**src/verilog/gpc_pkg.sv**
```systemverilog
/*
  Package for the general pin control block: register index and address,
  field positions, pin state codes, serial port timing and carrier types.
  Assumes a 200 MHz system clock and a 32-bit APB register bus.
*/
`default_nettype none

package gpc_pkg;

  // Register map, printed offset is a word index
  localparam logic [11:0] GPC_REG_INDEX = 12'h006;
  localparam logic [11:0] GPC_REG_ADDR = 12'h018;
  localparam logic [23:0] GPC_REG_RESET = 24'h000000;
  // Software-writable bits: word framing, enable, per-pin state and output
  localparam logic [23:0] GPC_WRITE_MASK = 24'h05EEEE;

  // Field positions
  localparam int GPC_WORD_FRAMING_BIT = 18;
  localparam int GPC_PORT_ENABLE_BIT = 16;
  localparam int GPC_PIN_FIELD_BITS = 4;
  localparam int GPC_STATE_LSB = 2;
  localparam int GPC_OUTPUT_BIT = 1;
  localparam int GPC_INPUT_BIT = 0;
  localparam int GPC_PIN_COUNT = 4;
  localparam int GPC_PORT_PINS = 3;

  // Pin state codes
  localparam logic [1:0] GPC_STATE_HIGHZ = 2'h0;
  localparam logic [1:0] GPC_STATE_INPUT = 2'h1;
  localparam logic [1:0] GPC_STATE_OUTPUT = 2'h2;
  localparam logic [1:0] GPC_STATE_OPEN_DRAIN = 2'h3;

  // Serial port pin assignment
  localparam int GPC_PIN_SELECT = 0;
  localparam int GPC_PIN_SCLK = 1;
  localparam int GPC_PIN_DATA = 2;

  // Timing
  localparam int GPC_CLK_PERIOD_PS = 5000;
  localparam longint GPC_FRAME_RATE_HZ = 128000;
  localparam int GPC_FRAME_CYCLES =
    int'(64'd1000000000000 / (longint'(GPC_CLK_PERIOD_PS) * GPC_FRAME_RATE_HZ));
  localparam int GPC_SCLK_HALF_PS = 10000;
  localparam int GPC_SCLK_HALF_CYCLES = (GPC_SCLK_HALF_PS / GPC_CLK_PERIOD_PS < 1) ? 1 :
    GPC_SCLK_HALF_PS / GPC_CLK_PERIOD_PS;
  localparam int GPC_WORD_BITS = 24;

  // One pin's field in the control register
  typedef struct packed {
    logic [1:0] state;
    logic out_value;
    logic in_value;
  } gpc_pin_field_type;

  // Control register layout
  typedef struct packed {
    logic [4:0] reserved_hi;
    logic word_framing;
    logic reserved_mid;
    logic port_enable;
    gpc_pin_field_type [GPC_PIN_COUNT-1:0] pin;
  } gpc_control_type;

  // One ECG word for the secondary port
  typedef struct packed {
    logic [GPC_WORD_BITS-1:0] data;
    logic last;
  } gpc_stream_word_type;

  // Serial port states
  typedef enum logic [2:0] {
    GPC_IDLE,
    GPC_LOAD,
    GPC_SHIFT_LOW,
    GPC_SHIFT_HIGH,
    GPC_GAP
  } gpc_port_state_type;

endpackage

`default_nettype wire

```
**src/verilog/gpc_pin_control.sv**
```systemverilog
/*
  General pin control block: one 24-bit control register on APB, four
  bidirectional pins with per-pin state, and a secondary serial port that
  takes over the first three pins to stream ECG words.
  Assumes pin inputs are asynchronous, ECG words arrive on CLK with a
  valid/ready handshake, and the APB master follows the standard protocol.
*/
// Added by the designer: register access over APB.
`timescale 1ns/100ps
`default_nettype none

module gpc_pin_control (
  input wire logic CLK,
  input wire logic RST,
  input wire logic PSEL,
  input wire logic PENABLE,
  input wire logic PWRITE,
  input wire logic [11:0] PADDR,
  input wire logic [31:0] PWDATA,
  output logic [31:0] PRDATA,
  output logic PREADY,
  output logic PSLVERR,
  input wire logic [3:0] PIN_IN,
  output logic [3:0] PIN_OUT,
  output logic [3:0] PIN_OE,
  input wire gpc_pkg::gpc_stream_word_type ECG_WORD,
  input wire logic ECG_VALID,
  output logic ECG_READY,
  output logic PORT_BUSY
);

  // Field slice of one pin in the control register
  function automatic gpc_pkg::gpc_pin_field_type pin_field(
    input gpc_pkg::gpc_control_type ctl,
    input int idx
  );
    pin_field = ctl.pin[idx];
  endfunction

  // Address match for the single control word
  function automatic logic reg_hit(input logic [11:0] addr);
    reg_hit = (addr == gpc_pkg::GPC_REG_ADDR);
  endfunction

  gpc_pkg::gpc_control_type ctl_reg;
  logic [3:0] pin_meta_reg;
  logic [3:0] pin_sync_reg;
  logic [31:0] rdata_reg;
  logic [23:0] read_value;
  logic setup_phase;
  logic access_phase;

  gpc_pkg::gpc_port_state_type port_state_reg;
  gpc_pkg::gpc_port_state_type port_state_next;
  logic [15:0] tick_count_reg;
  logic frame_pending_reg;
  logic frame_tick;
  logic [7:0] half_count_reg;
  logic half_done;
  logic [4:0] bit_count_reg;
  logic [gpc_pkg::GPC_WORD_BITS-1:0] shift_reg;
  logic word_last_reg;
  logic select_n_reg;
  logic sclk_reg;
  logic frame_start;
  logic take_word;

  // APB phases
  assign setup_phase = PSEL & ~PENABLE;
  assign access_phase = PSEL & PENABLE;
  assign PREADY = 1'b1;
  assign PSLVERR = access_phase & ~reg_hit(PADDR);

  // Two-flop synchroniser on the pin inputs
  always_ff @(posedge CLK or posedge RST) begin
    if (RST) begin
      pin_meta_reg <= 4'h0;
      pin_sync_reg <= 4'h0;
    end else begin
      pin_meta_reg <= PIN_IN;
      pin_sync_reg <= pin_meta_reg;
    end
  end

  // Control register write, only software-writable bits stored
  always_ff @(posedge CLK or posedge RST) begin
    if (RST) begin
      ctl_reg <= gpc_pkg::GPC_REG_RESET;
    end else if (access_phase && PWRITE && reg_hit(PADDR)) begin
      ctl_reg <= (PWDATA[23:0] & gpc_pkg::GPC_WRITE_MASK);
    end
  end

  // Read value: stored bits plus live input bits
  always_comb begin
    gpc_pkg::gpc_pin_field_type fld_r;
    fld_r = '0;
    read_value = ctl_reg & gpc_pkg::GPC_WRITE_MASK;
    for (int i = 0; i < gpc_pkg::GPC_PIN_COUNT; i++) begin
      fld_r = pin_field(ctl_reg, i);
      if (fld_r.state == gpc_pkg::GPC_STATE_INPUT &&
          !(ctl_reg.port_enable && i < gpc_pkg::GPC_PORT_PINS)) begin
        read_value[i*gpc_pkg::GPC_PIN_FIELD_BITS + gpc_pkg::GPC_INPUT_BIT] =
          pin_sync_reg[i];
      end
    end
  end

  // Read data captured in the setup cycle, zero when unmapped
  always_ff @(posedge CLK or posedge RST) begin
    if (RST) begin
      rdata_reg <= 32'h00000000;
    end else if (setup_phase) begin
      rdata_reg <= reg_hit(PADDR) ? {8'h00, read_value} : 32'h00000000;
    end
  end
  assign PRDATA = rdata_reg;

  // Frame rate tick at 128 kHz
  always_ff @(posedge CLK or posedge RST) begin
    if (RST) begin
      tick_count_reg <= 16'h0000;
    end else if (frame_tick) begin
      tick_count_reg <= 16'h0000;
    end else begin
      tick_count_reg <= tick_count_reg + 16'h0001;
    end
  end
  assign frame_tick = (tick_count_reg == 16'(gpc_pkg::GPC_FRAME_CYCLES - 1));

  // Pending frame slot, a new tick wins over the frame start
  always_ff @(posedge CLK or posedge RST) begin
    if (RST) begin
      frame_pending_reg <= 1'b0;
    end else if (frame_tick) begin
      frame_pending_reg <= 1'b1;
    end else if (frame_start || !ctl_reg.port_enable) begin
      frame_pending_reg <= 1'b0;
    end
  end

  assign frame_start = (port_state_reg == gpc_pkg::GPC_IDLE) && frame_pending_reg &&
    ctl_reg.port_enable && ECG_VALID;
  assign take_word = (port_state_reg == gpc_pkg::GPC_LOAD) && ECG_VALID;
  assign ECG_READY = take_word;
  assign PORT_BUSY = (port_state_reg != gpc_pkg::GPC_IDLE);

  // Half-period counter of the serial clock
  always_ff @(posedge CLK or posedge RST) begin
    if (RST) begin
      half_count_reg <= 8'h00;
    end else if (port_state_reg == gpc_pkg::GPC_IDLE ||
                 port_state_reg == gpc_pkg::GPC_LOAD || half_done) begin
      half_count_reg <= 8'h00;
    end else begin
      half_count_reg <= half_count_reg + 8'h01;
    end
  end
  assign half_done = (half_count_reg == 8'(gpc_pkg::GPC_SCLK_HALF_CYCLES - 1));

  // Serial port sequencing
  always_comb begin
    port_state_next = port_state_reg;
    case (port_state_reg)
      gpc_pkg::GPC_IDLE: begin
        if (frame_start) begin
          port_state_next = gpc_pkg::GPC_LOAD;
        end
      end
      gpc_pkg::GPC_LOAD: begin
        if (!ctl_reg.port_enable) begin
          port_state_next = gpc_pkg::GPC_IDLE;
        end else if (take_word) begin
          port_state_next = gpc_pkg::GPC_SHIFT_LOW;
        end
      end
      gpc_pkg::GPC_SHIFT_LOW: begin
        if (half_done) begin
          port_state_next = gpc_pkg::GPC_SHIFT_HIGH;
        end
      end
      gpc_pkg::GPC_SHIFT_HIGH: begin
        if (half_done) begin
          if (bit_count_reg != 5'h00) begin
            port_state_next = gpc_pkg::GPC_SHIFT_LOW;
          end else if (word_last_reg || !ctl_reg.port_enable) begin
            port_state_next = gpc_pkg::GPC_IDLE;
          end else if (ctl_reg.word_framing) begin
            port_state_next = gpc_pkg::GPC_GAP;
          end else begin
            port_state_next = gpc_pkg::GPC_LOAD;
          end
        end
      end
      gpc_pkg::GPC_GAP: begin
        if (half_done) begin
          port_state_next = gpc_pkg::GPC_LOAD;
        end
      end
      default: begin
        port_state_next = gpc_pkg::GPC_IDLE;
      end
    endcase
  end

  always_ff @(posedge CLK or posedge RST) begin
    if (RST) begin
      port_state_reg <= gpc_pkg::GPC_IDLE;
    end else begin
      port_state_reg <= port_state_next;
    end
  end

  // Shift register and bit count, MSB first, data changes with falling SCLK
  always_ff @(posedge CLK or posedge RST) begin
    if (RST) begin
      shift_reg <= '0;
      word_last_reg <= 1'b0;
      bit_count_reg <= 5'h00;
    end else if (take_word) begin
      shift_reg <= ECG_WORD.data;
      word_last_reg <= ECG_WORD.last;
      bit_count_reg <= 5'(gpc_pkg::GPC_WORD_BITS - 1);
    end else if (port_state_reg == gpc_pkg::GPC_SHIFT_HIGH && half_done &&
                 bit_count_reg != 5'h00) begin
      shift_reg <= {shift_reg[gpc_pkg::GPC_WORD_BITS-2:0], 1'b0};
      bit_count_reg <= bit_count_reg - 5'h01;
    end
  end

  // Serial clock, high in the second half of each bit
  always_ff @(posedge CLK or posedge RST) begin
    if (RST) begin
      sclk_reg <= 1'b0;
    end else begin
      sclk_reg <= (port_state_next == gpc_pkg::GPC_SHIFT_HIGH);
    end
  end

  // Chip select, active low; frame-wide or per word
  always_ff @(posedge CLK or posedge RST) begin
    if (RST) begin
      select_n_reg <= 1'b1;
    end else begin
      select_n_reg <= (port_state_next == gpc_pkg::GPC_IDLE) ||
        (port_state_next == gpc_pkg::GPC_GAP);
    end
  end

  // Pin drivers
  always_comb begin
    gpc_pkg::gpc_pin_field_type fld_d;
    fld_d = '0;
    PIN_OUT = 4'h0;
    PIN_OE = 4'h0;
    for (int i = 0; i < gpc_pkg::GPC_PIN_COUNT; i++) begin
      fld_d = pin_field(ctl_reg, i);
      case (fld_d.state)
        gpc_pkg::GPC_STATE_HIGHZ: begin
          PIN_OE[i] = 1'b0;
        end
        gpc_pkg::GPC_STATE_INPUT: begin
          PIN_OE[i] = 1'b0;
        end
        gpc_pkg::GPC_STATE_OUTPUT: begin
          PIN_OE[i] = 1'b1;
          PIN_OUT[i] = fld_d.out_value;
        end
        gpc_pkg::GPC_STATE_OPEN_DRAIN: begin
          PIN_OE[i] = ~fld_d.out_value;
          PIN_OUT[i] = 1'b0;
        end
        default: begin
          PIN_OE[i] = 1'b0;
        end
      endcase
    end
    // Serial port overrides the first three pins only
    if (ctl_reg.port_enable) begin
      PIN_OE[gpc_pkg::GPC_PORT_PINS-1:0] = 3'h7;
      PIN_OUT[gpc_pkg::GPC_PIN_SELECT] = select_n_reg;
      PIN_OUT[gpc_pkg::GPC_PIN_SCLK] = sclk_reg;
      PIN_OUT[gpc_pkg::GPC_PIN_DATA] = shift_reg[gpc_pkg::GPC_WORD_BITS-1];
    end
  end

endmodule

`default_nettype wire

```
**config.mk**
```make
export PLATFORM = sky130hd
export DESIGN_NAME = gpc_pin_control
export DESIGN_NICKNAME = d
export VERILOG_FILES = /design/src/verilog/gpc_pkg.sv /design/src/verilog/gpc_pin_control.sv
export SDC_FILE = /design/constraint.sdc
export NUM_CORES = 1
export LEC_CHECK = 0
export BUFFER_PORTS_ARGS = -buffer_cell sky130_fd_sc_hd__buf_4
export CAP_MARGIN = 25
export CORE_MARGIN = 3
export CORE_UTILIZATION = 35
export DETAILED_ROUTE_END_ITERATION = 10
export PLACE_DENSITY = 0.63
export SYNTH_ARGS = -nofsm -noshare
export SYNTH_HDL_FRONTEND = slang
export SYNTH_SLANG_ARGS = --single-unit
export TNS_END_PERCENT = 1
```
**constraint.sdc**
```tcl
create_clock -name CLK -period 3.77 [get_ports CLK]
set_clock_uncertainty 0.2 [all_clocks]
set_input_delay 0.754 -clock CLK [delete_from_list [all_inputs] [get_ports CLK]]
set_output_delay 0.754 -clock CLK [all_outputs]
set_load 0.01 [all_outputs]
```
## Word-level counts from Yosys, hierarchy flattened

Cells that the tools add are included.

| operators by class | value |
|---|---|
| add/sub/neg operators | 3 |
| eq/ne operators | 21 |
| multiplexer cells | 33 |
| bitwise gates (word level) | 9 |
| reduce and logical (&&, ||, !) cells | 31 |

Operators with widths:

| cell | count |
|---|---|
| two-way mux 24 bit | 2 |
| two-way mux 3 bit | 11 |
| two-way mux 19 bit | 1 |
| adder 16 x 1 -> 16 bit (second input constant) | 1 |
| equality test 16 x 11 -> 1 bit (second input constant) | 1 |
| equality test 2 bit (second input constant) | 8 |
| two-way mux 16 bit | 1 |
| case mux 3 bit (5 select lines) | 1 |
| equality test 12 x 5 -> 1 bit (second input constant) | 1 |
| case mux 1 bit (3 select lines) | 4 |
| logical AND 1 bit | 11 |
| two-way mux 1 bit | 10 |
| two-way mux 5 bit | 2 |
| equality test 3 x 2 -> 1 bit (second input constant) | 3 |
| adder 8 x 1 -> 8 bit (second input constant) | 1 |
| equality test 2 x 1 -> 1 bit (second input constant) | 4 |
| equality test 8 x 1 -> 1 bit (second input constant) | 1 |
| zero test 2 bit | 4 |
| two-way mux 8 bit | 1 |
| OR reduction 2 bit | 4 |
| equality test 3 bit (second input constant) | 2 |
| zero test 3 bit | 2 |
| NOT 1 bit | 6 |
| logical OR 1 bit | 5 |
| 7 further kinds | 10 |

| storage, ports and cells | value |
|---|---|
| register bits after elaboration | 114 |
| output and inout bits | 44 |
| logic and storage cells | 119 |

## Logic depth before layout (Yosys ltp)

Gate-level depths: netlist of the first run.

| logic depth | value |
|---|---|
| depth in word-level cells | 8 |
| gate-level depth with buffers | 8 |

## Worst setup path before layout of the first run

Ideal clock, no wire load.

| timing | value |
|---|---|
| kind | input to output |
| start point | input port PADDR[1] |
| end point | output port PSLVERR |
| arrival time | 1375 ps |
| required time | 2816 ps |
| path slack | 1441 ps |
| cell stages on the path | 3 |
| cells stage by stage | nor4b_1 > nand3_1 > and3_1 |

| between the ends | value |
|---|---|
| cells in the longest elaborated chain, start to end | 3 |

Ends and longest elaborated chain:

| item | RTL line | text |
|---|---|---|
| start, declared | gpc_pin_control.sv:18 | `input wire logic [11:0] PADDR,` |
| equality test 12 x 5 -> 1 bit | gpc_pin_control.sv:42 | `reg_hit = (addr == gpc_pkg::GPC_REG_ADDR);` |
| NOT 1 bit | gpc_pin_control.sv:72 | `assign PSLVERR = access_phase & ~reg_hit(PADDR);` |
| AND 1 bit | gpc_pin_control.sv:72 |  |
| end, declared | gpc_pin_control.sv:22 | `output logic PSLVERR,` |

No other way between the ends.

## Worst setup path after layout of the first run

| timing | value |
|---|---|
| start point | register port_state_reg[2] |
| end point | output port ECG_READY |

| between the ends | value |
|---|---|
| cells in the longest elaborated chain, start to end | 2 |

Ends and longest elaborated chain:

| item | RTL line | text |
|---|---|---|
| start, declared | gpc_pin_control.sv:53 | `gpc_pkg::gpc_port_state_type port_state_reg;` |
| start signal, assigned | gpc_pin_control.sv:208 | `port_state_reg <= gpc_pkg::GPC_IDLE;` |
| start signal, assigned | gpc_pin_control.sv:210 | `port_state_reg <= port_state_next;` |
| equality test 3 x 1 -> 1 bit | gpc_pin_control.sv:144 | `assign take_word = (port_state_reg == gpc_pkg::GPC_LOAD) && ECG_VALID;` |
| logical AND 1 bit | gpc_pin_control.sv:144 |  |
| end, declared | gpc_pin_control.sv:28 | `output logic ECG_READY,` |

No other way between the ends.

==> results.json, run 1 <==
{
  "status": "finished clean",
  "ys_warn_count": 0,
  "tns_ps": 0,
  "core_area_um2": 12260,
  "min_delay_worst_endpoint": "pin_sync_reg[3]",
  "cts_tree": "yes",
  "grt_max_degree": 62,
  "worst_hold_startpoint": "pin_meta_reg[3]",
  "dieHeight_um": 119.1,
  "fmax_mhz": 370.3,
  "min_period_ps": 2701,
  "layout-drive-gt1-share_pct": 26.46,
  "grt_pass1_vias": 3233,
  "cts_resized": 0,
  "period_share_pct": 71.64,
  "p_leak_nw": 2.744,
  "syn_avg_cell_area_um2": 10.97,
  "hold-path-cell-count": 0,
  "hpwl_mm": 6.535,
  "crit_chain": "nor2_1, nand3_1, clkinv_1, buf_4",
  "fin_ws_ps": 1069,
  "worstPathArrival_ps": 1750,
  "synth-async-reset-ratio_pct": 100.0,
  "rr_worst_depth": 8,
  "max_stage_delay_ps": 470,
  "ioPinCount": 123,
  "rows": 40,
  "fp.dieArea_um2": 14180,
  "die_width_um": 119.1,
  "ys_dominant_reg_cell": "dfrtp_1",
  "final_util_pct": 45.42,
  "synthDistinctLibCells": 55,
  "synth_top_area_share_pct": 55.35,
  "end_kind": "output port",
  "largest_register_ffs": 24,
  "yosysTopAreaCell": "dfrtp_1",
  "p_total_w": 0.002785,
  "pre_cts_ws_ps": 1119,
  "multiInputGateArea_um2": 1767,
  "synth_area_leaders": "dfrtp_1, nand2_1, a22o_1, a22oi_1, mux2_2",
  "power.density_nw_per_um2": 500.1,
  "hold_viol_final": 0,
  "drt_wl_total_mm": 9.375,
  "design_area_um2": 5569,
  "gr-total-overflow": 0,
  "cts_num_sinks": 100,
  "io_buffers": 89,
  "cpMaxStageDelayCell": "dfrtp_1",
  "cp.required_ps": 2820,
  "htreeDepth": 3,
  "grt_pass1_wl_mm": 15.82,
  "worstMarginPinSlew_ps": 760.8,
  "drv_slew": 0,
  "wire_per_inst_um": 14.14,
  "antennaDiodeCount": 0,
  "gp_congestion": 0.7640,
  "path_delay_family": "simple AND/OR/NAND/NOR gates",
  "start_util_pct": 36.50,
  "drt_iter0_markers": 178,
  "postCtsSetupBuffers": 0,
  "regArea_um2": 2504,
  "regToRegSetupSlack_ps": 1410,
  "ir_drop_mv": 0.2143,
  "crit_buf_inv": 2,
  "drt_first_pass_iters": 5,
  "netlist_instances": 408,
  "ant_nets": 0,
  "seq_area_frac_synth_pct": 55.94,
  "clockBufferDepth": 2,
  "clkLatencyLatePin_ps": 340,
  "cts_hold_buf": 0,
  "rsz0062_at_grt": "false",
  "via_per_inst": 4.881,
  "path_clk_slew_ps": 70,
  "netlist_area_um2": 4476,
  "maxCapViolCount": 0,
  "synth_edf_count": 0,
  "cts_buffers": 9,
  "cp_max_fo": 11,
  "setup_viol": 0,
  "syn_to_final_growth_pct": 24.43,
  "ys_seq_elements": 100,
  "cts-root-buf": "clkbuf_16",
  "dr_total_vias": 3236,
  "crit_type": "register to output port",
  "slew_headroom_pct": 49.28,
  "final_nets": 575,
  "hold_class": "register to register",
  "startpoint_type": "register",
  "timing.rr.start": "port_state_reg[2]",
  "antenna_found_initial": 0,
  "gr-usage-all-layers_pct": 13.63,
  "timing.rr.end": "shift_reg[12]",
  "fill_cells": 1130,
  "postPlaceCellArea_um2": 5226,
  "drc_errors": 0
}
==> metrics by stage <==
step,std cells,hold WS (ps)
floorplan,421,131.2
global placement,647,134.5
detailed placement,647,134.7
CTS,663,144.9
global route,663,159.7
finish,663,141.9
==> per-layer routing <==
layer / track usage, % / share of wire, % / vias to the layer above
li1: - / - / 1569
met1: 18.16 / 46 / 1565
met2: 21.16 / 46 / 96
met3: 4.938 / 6.5 / 6
met4: 3.403 / 0.69 / 0
met5: 0 / 0 / -
==> logic make-up (layout without fill, tap and decap cells) <==
family                     after synthesis  count (layout)  synth area share [%]
other                                    2              15                0.1678
buffers and inverters                   46             120                 5.843
DFF                                    100             100                 55.94
adders and majority gates                6               6                 1.677
AOI/OAI and AO/OA                       67              67                 11.43
and+or+nand+nor                        150             150                 16.77
muxes                                   18              18                 4.445
xor gates and xnor gates                19              19                 3.718
==> placed cells by master (no fill, tap or decap), types with 4 or more instances in the layout <==
cell	instances
mux2_2	14
xnor2_1	9
a22o_1	18
and2_1	4
and3_1	6
nand3_1	14
nand4_1	5
o21ai_0	7
nor2_1	26
conb_1	15
a21oi_1	4
nand2_1	62
clkbuf_16	9
inv_1	8
xor2_1	10
dfrtp_1	99
ha_1	6
buf_4	94
nor3_1	7
a22oi_1	21
==> final cells by class <==
cell class	instances	area share [%]
Sequential cell	100	44.96
Multi-Input combinational cell	275	31.72
Timing Repair Buffer	94	12.67
Clock buffer	11	4.179
Tap cell	168	3.774
Clock inverter	5	1.977
Inverter	10	0.7189
==> synth_stat cells, types with 3 or more instances <==
cell type	count
dfrtp_1	99
nand2_1	62
nor2_1	26
a22oi_1	21
a22o_1	18
buf_4	15
mux2_2	14
nand3_1	14
clkbuf_1	10
xor2_1	10
inv_1	9
xnor2_1	9
buf_2	8
nor3_1	7
o21ai_0	7
and3_1	6
ha_1	6
nand4_1	5
a21oi_1	4
and2_1	4
a21o_1	3
a32o_1	3
and4_1	3
buf_6	3
mux2i_1	3
nand3b_1	3
nor4b_1	3
==> power breakdown <==
group / internal [W] / switching, W / leakage, nW
sequential: 0.00124 / 0.000119 / 1.30
combinational: 0.000168 / 0.000200 / 1.28
clock: 0.000655 / 0.000402 / 0.166
==> how the worst max path moves through the flow <==
stage	start	end	slack [ps]	depth (start not counted)
after global placement	PADDR[5]	PSLVERR	1150	5
final	port_state_reg[2]	ECG_READY	1070	4
after CTS	port_state_reg[2]	ECG_READY	1050	4
after floorplan	RST	PRDATA[0]	200	1
after detailed placement	PADDR[6]	PSLVERR	1120	5
after global routing	port_state_reg[2]	ECG_READY	860	4
No activity file was read; power rests on OpenSTA's default activity.
==> run 2: changes to the inputs <==
--- a/config.mk
+++ b/config.mk
@@ -5,6 +5,7 @@
 export SDC_FILE = /design/constraint.sdc
 export NUM_CORES = 1
 export LEC_CHECK = 0
+export ABC_AREA = 1
 export BUFFER_PORTS_ARGS = -buffer_cell sky130_fd_sc_hd__buf_4
 export CAP_MARGIN = 25
 export CORE_MARGIN = 3
==> constraint.sdc (replaced) <==
create_clock -name CLK -period 2.7 [get_ports CLK]
set_clock_uncertainty 0.2 [all_clocks]
set_input_delay 0.54 -clock CLK [delete_from_list [all_inputs] [get_ports CLK]]
set_output_delay 0.54 -clock CLK [all_outputs]
set_load 0.01 [all_outputs]
==> run 2 against run 1 <==
- synthesized area increased by 7.7%
- die area is 7.3% higher
- routed wire length grew 11%
- clock power rose by 9%
- first-iteration DRC count increased by 38%
- synthesized cell count is 42% higher
- largest cell class unchanged
- largest power group unchanged
==> results.json, run 2 <==
{
  "via_per_inst": 4.602,
  "final_nets": 755,
  "tns_ps": 0,
  "hpwl_mm": 7.763,
  "synth.most_common_cell": "nand2_1",
  "synth_area_leaders": "dfrtp_1, nand2_1, inv_1, nor2_1, nand3_1",
  "synthMuxAreaShare_pct": 0,
  "antenna_found_initial": 0,
  "path_clk_slew_ps": 70,
  "gr-usage-all-layers_pct": 14.17,
  "cts_buffers": 9,
  "setup_viol": 0,
  "final_common_cell": "nand2_1",
  "fmax_mhz": 404.2,
  "grt_pass1_wl_mm": 17.28,
  "drv_slew": 0,
  "design_area_um2": 5903,
  "wire_per_inst_um": 12.20,
  "largest_register_ffs": 24,
  "regToRegSetupSlack_ps": 600,
  "synth-async-reset-ratio_pct": 100.0,
  "drt_wl_total_mm": 10.38,
  "crit_type": "register to output port",
  "cp_max_fo": 18,
  "fin_ws_ps": 225.9,
  "p_leak_nw": 3.059,
  "synthDistinctLibCells": 38,
  "ys_warn_count": 0,
  "grt_pass1_vias": 3847,
  "synthAdderAreaFrac_pct": 1.558,
  "netlist_area_um2": 4818,
  "hold_class": "input port to async pin",
  "startpoint": "port_state_reg[2]",
  "pre_cts_ws_ps": 587.2,
  "power.density_nw_per_um2": 476.2,
  "io_buffers": 89,
  "timing.rr.start": "port_state_reg[2]",
  "antennaDiodeCount": 0,
  "drt_first_pass_iters": 4,
  "worstMarginPinSlew_ps": 649.8,
  "core_area_um2": 13350,
  "cp.required_ps": 1960,
  "end_kind": "output port",
  "gr-total-overflow": 0,
  "cts_resized": 0,
  "ys_dominant_reg_cell": "dfrtp_1",
  "mostFrequentLayoutCells": "nand2_1, dfrtp_1, buf_4, inv_1, nor2_1",
  "htreeDepth": 3,
  "netlist_instances": 578,
  "rsz0062_at_grt": "false",
  "grt_max_degree": 47,
  "maxCapViolCount": 0,
  "startpoint_type": "register",
  "dieHeight_um": 123.3,
  "cts_hold_buf": 0,
  "fp.dieArea_um2": 15210,
  "period_share_pct": 91.63,
  "synth_edf_count": 0,
  "ir_drop_mv": 0.3410,
  "status": "finished clean",
  "ioPinCount": 123,
  "clockBufferDepth": 2,
  "hold_viol_final": 0,
  "dr_total_vias": 3916,
  "holdWs_ps": 89.73,
  "yosys.area_share.simple_pct": 26.41,
  "yosys-top-cells-count": "nand2_1, dfrtp_1, inv_1, nor2_1, nand3_1",
  "yosysTopAreaCell": "dfrtp_1",
  "clkLatencyLatePin_ps": 340,
  "worstPathArrival_ps": 1730,
  "synth_top_family_by_area": "simple AND/OR/NAND/NOR gates",
  "ant_nets": 0,
  "ys_seq_elements": 100,
  "slew_headroom_pct": 56.59,
  "postPlaceCellArea_um2": 5633,
  "synth_compound_area_share_pct": 7.972,
  "gp_congestion": 0.8917,
  "cts-root-buf": "clkbuf_16",
  "syn_avg_cell_area_um2": 8.336,
  "cts_num_sinks": 100,
  "synthXorXnorAreaFrac_pct": 2.363,
  "die_width_um": 123.3,
  "layout-drive-gt1-share_pct": 19.26,
  "seq_area_frac_synth_pct": 51.96,
  "drc_errors": 0,
  "start_util_pct": 36.10,
  "cts_tree": "yes",
  "min_period_ps": 2474,
  "syn_to_final_growth_pct": 22.51,
  "synth_top_area_share_pct": 51.42,
  "rows": 42,
  "postCtsSetupBuffers": 0,
  "drt_iter0_markers": 246
}
-- run 2: area by class of cell --
class	instances	area [µm²]
fillers	1363	7445
flip-flops and latches	100	2504
multi-input cells	393	1902
repair buffers	98	748.2
inverters	68	259.0
clock buffers	11	242.7
well taps	176	220.2
clock inverters	5	27.53
-- run 2: kinds of logic (layout without fill, tap and decap cells) --
family / Yosys count / after routing
flops: 100 / 100
buf+inv: 98 / 182
fa+ha+maj: 6 / 6
simple gates: 297 / 297
compound gates: 62 / 62
xor+xnor: 13 / 13
other cells: 2 / 15
-- run 2: path summary, 6_finish.rpt --
kind | to | depth (start not counted)
min | shift_reg[0] | 2
max in group asynchronous | tick_count_reg[4] | 3
max reg2reg | sclk_reg | 8
max | ECG_READY | 4
min reg2reg | pin_sync_reg[0] | 0
min in group CLK | pin_meta_reg[2] | 1
-- run 2: critical path, stage by stage, from the launching register on --
cell     delay (ps)
dfrtp_1         480
nor2_2          190
nand3_2         190
inv_2           350
buf_4           190
-- run 2: stage by stage --
stage / total power, W / utilization (%) / instances
after detailed placement: 0.001677 / 42.20 / 835
after floorplan: 0.001599 / - / 591
after CTS: 0.002861 / 44.23 / 851
after global placement: 0.001676 / 42.20 / 835
after global routing: 0.002942 / 44.23 / 851
final: 0.002811 / 44.23 / 851
-- run 2: metal layers --
metal  vias up  GRT usage, %  share of wire (%)
met4         0         3.599               0.92
met5         -             0                  0
met2       120         23.55                 47
met1      1816         18.51                 45
li1       1970             -                  -
met3        10         3.614                7.6
-- run 2: where the power goes --
group	leakage (nW)	internal (W)	total [W]	switching, W
Combinational	1.58	0.0000692	0.000140	0.0000708
Sequential	1.34	0.00150	0.00151	0.00000204
Clock	0.135	0.000643	0.00116	0.000522
